## src/sbtm_defs.svh

```systemverilog
// constants of the bus transceiver mode register slice
// assumes inclusion by bare name from the package and design files
`ifndef SBTM_DEFS_SVH
`define SBTM_DEFS_SVH

// register addresses (7-bit)
`define SBTM_ADDR_WD 7'h03
`define SBTM_ADDR_BUS1 7'h04
`define SBTM_ADDR_BUS2 7'h05

// frame layout: bits 6:0 address, bit 7 write, bits 15:8 data, LSB first
`define SBTM_FRAME_BITS 5'h10
`define SBTM_HDR_BITS 5'h08

// reset values
`define SBTM_BUS1_RST 8'h20
`define SBTM_BUS2_RST 8'h00
`define SBTM_WD_RST 4'h4
`define SBTM_WD_RESTART_PER 3'h4

// writable and restart masks (reserved bit 2 excluded; the restart mask also clears bit 5)
`define SBTM_BUS_MASK 8'hFB
`define SBTM_BUS2_RESTART_MASK 8'hDB

// field positions
`define SBTM_FLASH_BIT 7
`define SBTM_SLOPE_BIT 6
`define SBTM_TXTO_BIT 5
`define SBTM_BOOSTH_BIT 5
`define SBTM_LIMIT_BIT 3

// transceiver mode field positions and count
`define SBTM_CAN_LSB 0
`define SBTM_FIRST_LIN_CHANNEL_MODE_LSB 3
`define SBTM_SECOND_LIN_CHANNEL_MODE_LSB 0
`define SBTM_THIRD_LIN_CHANNEL_MODE_LSB 3
`define SBTM_FOURTH_LIN_CHANNEL_MODE_LSB 6
`define SBTM_MODE_W 2
`define SBTM_NUM_XCVR 5
`define SBTM_WD_CODE_RSVD 3'h7

// transceiver modes
`define SBTM_MODE_WAKE 2'h1
`define SBTM_MODE_NORMAL 2'h3

// watchdog limit and period table in ms
`define SBTM_WD_MAX_RESETS 2'h3
`define SBTM_WD_MS_0 10'h00A
`define SBTM_WD_MS_1 10'h014
`define SBTM_WD_MS_2 10'h032
`define SBTM_WD_MS_3 10'h064
`define SBTM_WD_MS_4 10'h0C8
`define SBTM_WD_MS_5 10'h1F4
`define SBTM_WD_MS_6 10'h3E8
`define SBTM_WD_MS_NONE 10'h000

`endif

```

## src/sbtm_pkg.sv

```systemverilog
// types shared by the frame receiver and the register slice
// assumes sbtm_defs.svh on the include path
`include "sbtm_defs.svh"
package sbtm_pkg;
    // one received command frame
    typedef struct packed {
        logic write;
        logic [6:0] addr;
        logic [7:0] data;
    } sbtm_frame_t;

    // effective transceiver modes handed to the analog side
    typedef struct packed {
        logic [1:0] can;
        logic [1:0] first_lin_channel_mode;
        logic [1:0] second_lin_channel_mode;
        logic [1:0] third_lin_channel_mode;
        logic [1:0] fourth_lin_channel_mode;
    } sbtm_modes_t;
endpackage

```

## src/sbtm_mode_regs.sv

```systemverilog
// bus transceiver mode registers and watchdog period tail
// assumes a 16-bit serial host and power-mode inputs from the state machine
`timescale 1ns/100ps
`default_nettype none
`include "sbtm_defs.svh"
module sbtm_mode_regs
(
    // clock and reset
    input wire logic clk,
    input wire logic rst,
    // serial pins
    input wire logic csN,
    input wire logic sclk,
    input wire logic mosi,
    output logic misoOut,
    output logic misoOe,
    // chip state
    input wire logic restart,
    input wire logic stopMode,
    input wire logic sleepMode,
    // watchdog events
    input wire logic wdFail,
    input wire logic wdServiced,
    output logic wdResetPulse,
    output logic [9:0] watchdogPeriodMs,
    output logic watchdogPeriodReserved,
    // transceiver controls
    output sbtm_pkg::sbtm_modes_t modes,
    output logic linSlopeControlOn,
    output logic lin_slope_select,
    output logic lin_transmit_timeout_enable,
    output logic high_boost_level
);
    import sbtm_pkg::*;

    logic [7:0] bus1_reg;
    logic [7:0] bus2_reg;
    logic [3:0] wd_reg;
    logic [1:0] wdCount_reg;
    logic [6:0] readAddr;
    logic [7:0] readData;
    sbtm_frame_t frame;
    logic frameValid;
    sbtm_modes_t modes_next;
    logic [9:0] periodMs;

    ////////////////////////////////////////////////////////////////////
    // frame receiver
    sbtm_spi_frame u_frame
    (
        .clk(clk),
        .rst(rst),
        .csN(csN),
        .sclk(sclk),
        .mosi(mosi),
        .misoOut(misoOut),
        .misoOe(misoOe),
        .readAddr(readAddr),
        .readData(readData),
        .frame(frame),
        .frameValid(frameValid)
    );

    // write decode and read mux
    wire wrWd = frameValid && frame.write && frame.addr == `SBTM_ADDR_WD;
    wire wrBus1 = frameValid && frame.write && frame.addr == `SBTM_ADDR_BUS1;
    wire wrBus2 = frameValid && frame.write && frame.addr == `SBTM_ADDR_BUS2;
    assign readData = (readAddr == `SBTM_ADDR_WD) ? {4'h0, wd_reg} :
                      (readAddr == `SBTM_ADDR_BUS1) ? bus1_reg :
                      (readAddr == `SBTM_ADDR_BUS2) ? bus2_reg : 8'h00;
    wire [7:0] bus1_next = frame.data & `SBTM_BUS_MASK;
    wire [7:0] bus2_wr = wrBus2 ? (frame.data & `SBTM_BUS_MASK) : bus2_reg;
    wire [7:0] bus2_next = restart ? (bus2_wr & `SBTM_BUS2_RESTART_MASK) : bus2_wr;
    wire [3:0] wd_wr = wrWd ? frame.data[3:0] : wd_reg;
    wire [3:0] wd_next = restart ? {wd_wr[3], `SBTM_WD_RESTART_PER} : wd_wr;

    ////////////////////////////////////////////////////////////////////
    // configuration registers
    always_ff @(posedge clk)
    begin
        if (rst)
        begin
            bus1_reg <= `SBTM_BUS1_RST;
            bus2_reg <= `SBTM_BUS2_RST;
            wd_reg <= `SBTM_WD_RST;
        end
        else
        begin
            if (wrBus1)
                bus1_reg <= bus1_next;
            bus2_reg <= bus2_next;
            wd_reg <= wd_next;
        end
    end

    ////////////////////////////////////////////////////////////////////
    // effective modes: normal falls back to wake in stop or sleep
    wire lowPower = stopMode || sleepMode;
    // stored codes in the order of the modes struct, can first
    wire logic [`SBTM_NUM_XCVR-1:0][`SBTM_MODE_W-1:0] storedMode = {
        bus1_reg[`SBTM_CAN_LSB +: `SBTM_MODE_W],
        bus1_reg[`SBTM_FIRST_LIN_CHANNEL_MODE_LSB +: `SBTM_MODE_W],
        bus2_reg[`SBTM_SECOND_LIN_CHANNEL_MODE_LSB +: `SBTM_MODE_W],
        bus2_reg[`SBTM_THIRD_LIN_CHANNEL_MODE_LSB +: `SBTM_MODE_W],
        bus2_reg[`SBTM_FOURTH_LIN_CHANNEL_MODE_LSB +: `SBTM_MODE_W]};
    wire logic [`SBTM_NUM_XCVR-1:0][`SBTM_MODE_W-1:0] effMode;
    // per channel fallback, stored code itself left alone
    for (genvar ch = 0; ch < `SBTM_NUM_XCVR; ch++)
    begin : g_fallback
        assign effMode[ch] = (lowPower && storedMode[ch] == `SBTM_MODE_NORMAL) ?
            `SBTM_MODE_WAKE : storedMode[ch];
    end
    assign modes_next = effMode;

    // watchdog period lookup
    always_comb
    begin
        unique case (wd_reg[2:0])
            3'h0: periodMs = `SBTM_WD_MS_0;
            3'h1: periodMs = `SBTM_WD_MS_1;
            3'h2: periodMs = `SBTM_WD_MS_2;
            3'h3: periodMs = `SBTM_WD_MS_3;
            3'h4: periodMs = `SBTM_WD_MS_4;
            3'h5: periodMs = `SBTM_WD_MS_5;
            3'h6: periodMs = `SBTM_WD_MS_6;
            3'h7: periodMs = `SBTM_WD_MS_NONE;
        endcase
    end

    // watchdog reset limiting
    wire limitOn = wd_reg[`SBTM_LIMIT_BIT];
    wire issueReset = wdFail && (!limitOn || wdCount_reg < `SBTM_WD_MAX_RESETS);

    ////////////////////////////////////////////////////////////////////
    // registered outputs (stored fields untouched by fallback)
    always_ff @(posedge clk)
    begin
        if (rst)
        begin
            modes <= '0;
            linSlopeControlOn <= 1'b1;
            lin_slope_select <= 1'b0;
            lin_transmit_timeout_enable <= 1'b1;
            high_boost_level <= 1'b0;
            watchdogPeriodMs <= `SBTM_WD_MS_4;
            watchdogPeriodReserved <= 1'b0;
            wdResetPulse <= 1'b0;
            wdCount_reg <= 2'h0;
        end
        else
        begin
            modes <= modes_next;
            linSlopeControlOn <= !bus1_reg[`SBTM_FLASH_BIT];
            lin_slope_select <= bus1_reg[`SBTM_SLOPE_BIT];
            lin_transmit_timeout_enable <= bus1_reg[`SBTM_TXTO_BIT];
            high_boost_level <= bus2_reg[`SBTM_BOOSTH_BIT];
            watchdogPeriodMs <= periodMs;
            watchdogPeriodReserved <= (wd_reg[2:0] == `SBTM_WD_CODE_RSVD);
            wdResetPulse <= issueReset;
            if (wdServiced)
                wdCount_reg <= {1'b0, issueReset}; // a reset in the same cycle still counts
            else if (issueReset && wdCount_reg != `SBTM_WD_MAX_RESETS)
                wdCount_reg <= wdCount_reg + 2'h1;
        end
    end
endmodule // sbtm_mode_regs
`default_nettype wire

```

## src/sbtm_spi_frame.sv

```systemverilog
// 16-bit serial frame receiver, LSB first, data applied at frame end
// assumes pins synchronous to clk; sample on rising, shift out on falling
`timescale 1ns/100ps
`default_nettype none
`include "sbtm_defs.svh"
module sbtm_spi_frame
(
    // clock and reset
    input wire logic clk,
    input wire logic rst,
    // serial pins
    input wire logic csN,
    input wire logic sclk,
    input wire logic mosi,
    output logic misoOut,
    output logic misoOe,
    // register side
    output logic [6:0] readAddr,
    input wire logic [7:0] readData,
    output sbtm_pkg::sbtm_frame_t frame,
    output logic frameValid
);
    import sbtm_pkg::*;

    logic sclkPrev_reg;
    logic [4:0] bitCnt_reg;
    logic [15:0] rxShift_reg;
    logic [7:0] txShift_reg;

    // edge decode
    wire active = !csN;
    wire riseEdge = active && sclk && !sclkPrev_reg;
    wire fallEdge = active && !sclk && sclkPrev_reg;
    wire [15:0] rxNext = {mosi, rxShift_reg[15:1]};
    wire frameEnd = csN && (bitCnt_reg != 5'h00);
    wire frameGood = frameEnd && (bitCnt_reg == `SBTM_FRAME_BITS);

    ////////////////////////////////////////////////////////////////////
    // receive side
    always_ff @(posedge clk)
    begin
        if (rst)
        begin
            sclkPrev_reg <= 1'b0;
            bitCnt_reg <= 5'h00;
            rxShift_reg <= 16'h0000;
            readAddr <= 7'h00;
            frame <= '0;
            frameValid <= 1'b0;
        end
        else
        begin
            sclkPrev_reg <= sclk;
            frameValid <= frameGood;
            if (frameGood)
                frame <= {rxShift_reg[7], rxShift_reg[6:0], rxShift_reg[15:8]};
            if (frameEnd)
                bitCnt_reg <= 5'h00; // aborted or done, count restarts
            else if (riseEdge && bitCnt_reg != 5'h1F)
            begin
                bitCnt_reg <= bitCnt_reg + 5'h01;
                rxShift_reg <= rxNext;
                if (bitCnt_reg == 5'h06)
                    readAddr <= rxNext[15:9];
            end
        end
    end

    ////////////////////////////////////////////////////////////////////
    // transmit side: data byte of addressed register
    always_ff @(posedge clk)
    begin
        if (rst)
        begin
            txShift_reg <= 8'h00;
            misoOut <= 1'b0;
            misoOe <= 1'b0;
        end
        else
        begin
            misoOe <= active;
            if (!active)
                misoOut <= 1'b0;
            else if (fallEdge && bitCnt_reg == `SBTM_HDR_BITS)
            begin
                txShift_reg <= {1'b0, readData[7:1]};
                misoOut <= readData[0];
            end
            else if (fallEdge && bitCnt_reg > `SBTM_HDR_BITS)
            begin
                txShift_reg <= {1'b0, txShift_reg[7:1]};
                misoOut <= txShift_reg[0];
            end
        end
    end
endmodule // sbtm_spi_frame
`default_nettype wire

```

## config.mk

```make
export PLATFORM = sky130hd
export DESIGN_NAME = sbtm_mode_regs
export DESIGN_NICKNAME = d
export VERILOG_FILES = /design/src/sbtm_pkg.sv /design/src/sbtm_mode_regs.sv /design/src/sbtm_spi_frame.sv
export VERILOG_INCLUDE_DIRS = /design/src
export SDC_FILE = /design/constraint.sdc
export NUM_CORES = 1
export LEC_CHECK = 0
export ABC_CLOCK_PERIOD_IN_PS = 3300
export BUFFER_PORTS_ARGS = -buffer_cell sky130_fd_sc_hd__buf_2
export CAP_MARGIN = 20
export CORE_ASPECT_RATIO = 0.8
export CORE_MARGIN = 1
export CORE_UTILIZATION = 40
export DETAILED_ROUTE_END_ITERATION = 8
export GPL_TIMING_DRIVEN = 0
export RECOVER_POWER = 100
export SYNTH_ARGS = -nofsm -noshare
export SYNTH_HDL_FRONTEND = slang
export SYNTH_SLANG_ARGS = --single-unit
```

## constraint.sdc

```tcl
create_clock -name clk -period 3.3 [get_ports clk]
set_input_delay 0.66 -clock clk [delete_from_list [all_inputs] [get_ports clk]]
set_output_delay 0.66 -clock clk [all_outputs]
set_load 0.01 [all_outputs]
```

==> metrics.yaml <==
grt:
  grtUsageMet1: 0.250
  use_met3: 0.0486
  grt_pass1_vias: 2787
  antenna_found_initial: 0
  busiest_layer: "met2"
  grt_max_degree: 16
  grtUsageMet2: 0.278
  overflow: 0
  grt_use_total: 0.185
  grt_pass1_wl_um: 14200
power:
  cellLeakagePower_nw: 1.77
  p_switching_uw: 488
  vdd_drop_max_v: 0.000269
  p_int_mw: 1.85
  p_sw_frac: 0.208
  pwr-share-clk: 0.452
  p_seq_frac: 0.519
  power_density_nw_per_um2: 529
  power_frac_comb: 0.029
timing:
  finalSetupViolCount: 0
  fmax_mhz: 384
  rsz0062_at_grt: "no"
  timing.final.crit_share: 0.789
  slew_headroom: 0.146
  slew_violations: 0
  tightest_slew_ns: 1.27
  min_period_ns: 2.60
  fin_skew_ns: 0.0127
  hold_viol: 0
  final.setup.tns_ns: 0
outcome:
  outcome: "finished with violations"
  violations: "design-rule violations"
worst_setup_path:
  worstSetupStartpointType: "flop"
  r2r-end: "u_frame.readAddr[6]"
  critical_path_class: "flop to flop"
  cp_max_fo: 7
  startpoint: "u_frame.bitCnt_reg[0]"
  r2r_cells: 7
  cp-end-kind: "flop"
  ff2ff_setup_slack_ns: 0.70
  timing.rr.start: "u_frame.bitCnt_reg[0]"
  required_ns: 3.52
  arrival_ns: 2.82
  cp-endpoint: "u_frame.readAddr[6]"
layout:
  nFillCells: 888
  fin_nets: 462
  fin_area_um2: 4420
  regArea_um2: 2000
  drive_gt1_frac: 0.0805
  areaGrowthSynthToFinish_pct: 14.2
  antenna_cells: 0
  multi_input_area_um2: 1720
logic_synthesis:
  synthesis.nets: 415
  syn_avg_cell_area_um2: 9.78
  yosysMostFrequentCell: "dfxtp_1"
  synth_top_area_frac: 0.517
  yosysTopAreaCell: "dfxtp_1"
  synth_edf_count: 0
  netlist_area_um2: 3870
  synth_common_cells: "dfxtp_1, nor2_1, nand2_1"
  synth_seq_cells: 100
  synth-async-reset-ratio: 0
  synth_ff_type: "dfxtp_1"
  yosysWarnings: 0
  synth_cell_types: 47
  synth_area_leaders: "dfxtp_1, mux2i_1, nor2_1"
  synthesis.instances: 396
  seq_area_frac_synth: 0.517
clock_network:
  ctsRootBufferMaster: "clkbuf_16"
  cts_tree: "done"
  clk_latency_ns: 0.35
  clk_pin_slew_ns: 0.07
  cts_sinks: 100
  cts_buffer_depth: 2
  postCtsHoldBufs: 0
  postCtsSetupBuffers: 0
  cts-buffers-inserted: 9
  cts_max_level: 3
  ctsResizeCount: 0
die:
  coreArea_um2: 9230
  initial_core_util: 0.419
  io_pins: 38
  rows: 31
  dieArea_um2: 10100
  die_w_um: 112
  fp.dieH_um: 90.0
placed_design:
  place_congestion: 0.747
  dpl-instance-area_um2: 4200
  dp_hpwl_um: 6110
  portBuffers: 36
drt:
  wl_per_cell_um: 15.2
  drtPass1Iterations: 6
  ant_nets: 0
  wl_um: 8570
  viasPerCell: 5.11
  drc: 3
  vias: 2870
  drt_iter0_markers: 151
run:
  maxCapViolCount: 0
worst_hold_path:
  hold_path.class: "flop to flop"
==> worst max-delay path: stages (launching register included) <==
cell     delay, ns
dfxtp_1       0.34
ha_1          0.21
and3_1        0.18
ha_1          0.18
nor4b_1       0.59
nand4_1       0.60
mux2i_1       0.32
nor2_1        0.05
==> power by group through the flow <==
stage,combinational [mW],clock [mW],sequential [mW]
2_1_floorplan,0.0382,0,1.24
3_3_place_gp,0.0666,0,1.24
3_5_place_dp,0.0684,0,1.24
4_1_cts,0.0686,1.08,1.21
5_1_grt,0.0747,1.14,1.21
6_report,0.0678,1.06,1.21
==> layout by cell type, fill, tap and decap left out, drive strengths merged, types with 4 or more instances in the layout <==
| cell type | instances |
|---|---|
| nor2b | 11 |
| nor3 | 6 |
| a21oi | 29 |
| mux2 | 6 |
| ha | 9 |
| nand2b | 11 |
| inv | 6 |
| clkbuf | 62 |
| buf | 8 |
| nor4b | 4 |
| dfxtp | 100 |
| mux2i | 43 |
| nand2 | 48 |
| nand3 | 4 |
| nor2 | 53 |
==> metrics by stage <==
| stage | setup WS (ns) | util | hold slack [ns] | cells | total power, mW |
|---|---|---|---|---|---|
| after detailed placement | 0.740 | 0.455 | 0.441 | 547 | 1.31 |
| after global placement | 0.745 | 0.455 | 0.433 | 547 | 1.31 |
| after global routing | 0.492 | 0.479 | 0.482 | 562 | 2.43 |
| after CTS | 0.735 | 0.487 | 0.459 | 562 | 2.37 |
| after floorplan | 1.16 | - | 0.380 | 396 | 1.28 |
| final | 0.695 | 0.479 | 0.455 | 562 | 2.34 |
==> logic make-up after synthesis <==
group,after synthesis,synth area share
fa+ha+maj,9,0.0291
other cells,1,0.000968
mux,49,0.129
flops,100,0.517
simple gates,160,0.216
compound gates,45,0.0714
buf+inv,29,0.0300
xor+xnor,3,0.00679
==> per-layer routing <==
metal | part of all wire | vias to the layer above
met4 | 0.019 | 0
met3 | 0.042 | 14
met5 | 0 | -
met2 | 0.42 | 43
met1 | 0.52 | 1373
li1 | - | 1440
==> how the worst min path moves through the flow <==
| stage | start | depth (start not counted) | slack [ns] | end |
|---|---|---|---|---|
| 6_report | bus1_reg[7] | 1 | 0.46 | linSlopeControlOn |
| 5_1_grt | bus1_reg[7] | 1 | 0.48 | linSlopeControlOn |
| 4_1_cts | bus1_reg[7] | 1 | 0.46 | linSlopeControlOn |
| 3_5_place_dp | bus1_reg[7] | 1 | 0.44 | linSlopeControlOn |
| 3_3_place_gp | bus1_reg[7] | 1 | 0.43 | linSlopeControlOn |
| 2_1_floorplan | bus1_reg[7] | 1 | 0.38 | linSlopeControlOn |
==> cell type report <==
cell class              count  share of cell area
well taps                 115              0.0325
plain buffers              23              0.0204
multi-input cells         267               0.389
repair buffers             36              0.0325
clock inverters             4              0.0110
flip-flops and latches    100               0.452
clock buffers              11              0.0571
inverters                   6             0.00509
Power figures use the tool's default switching activity.
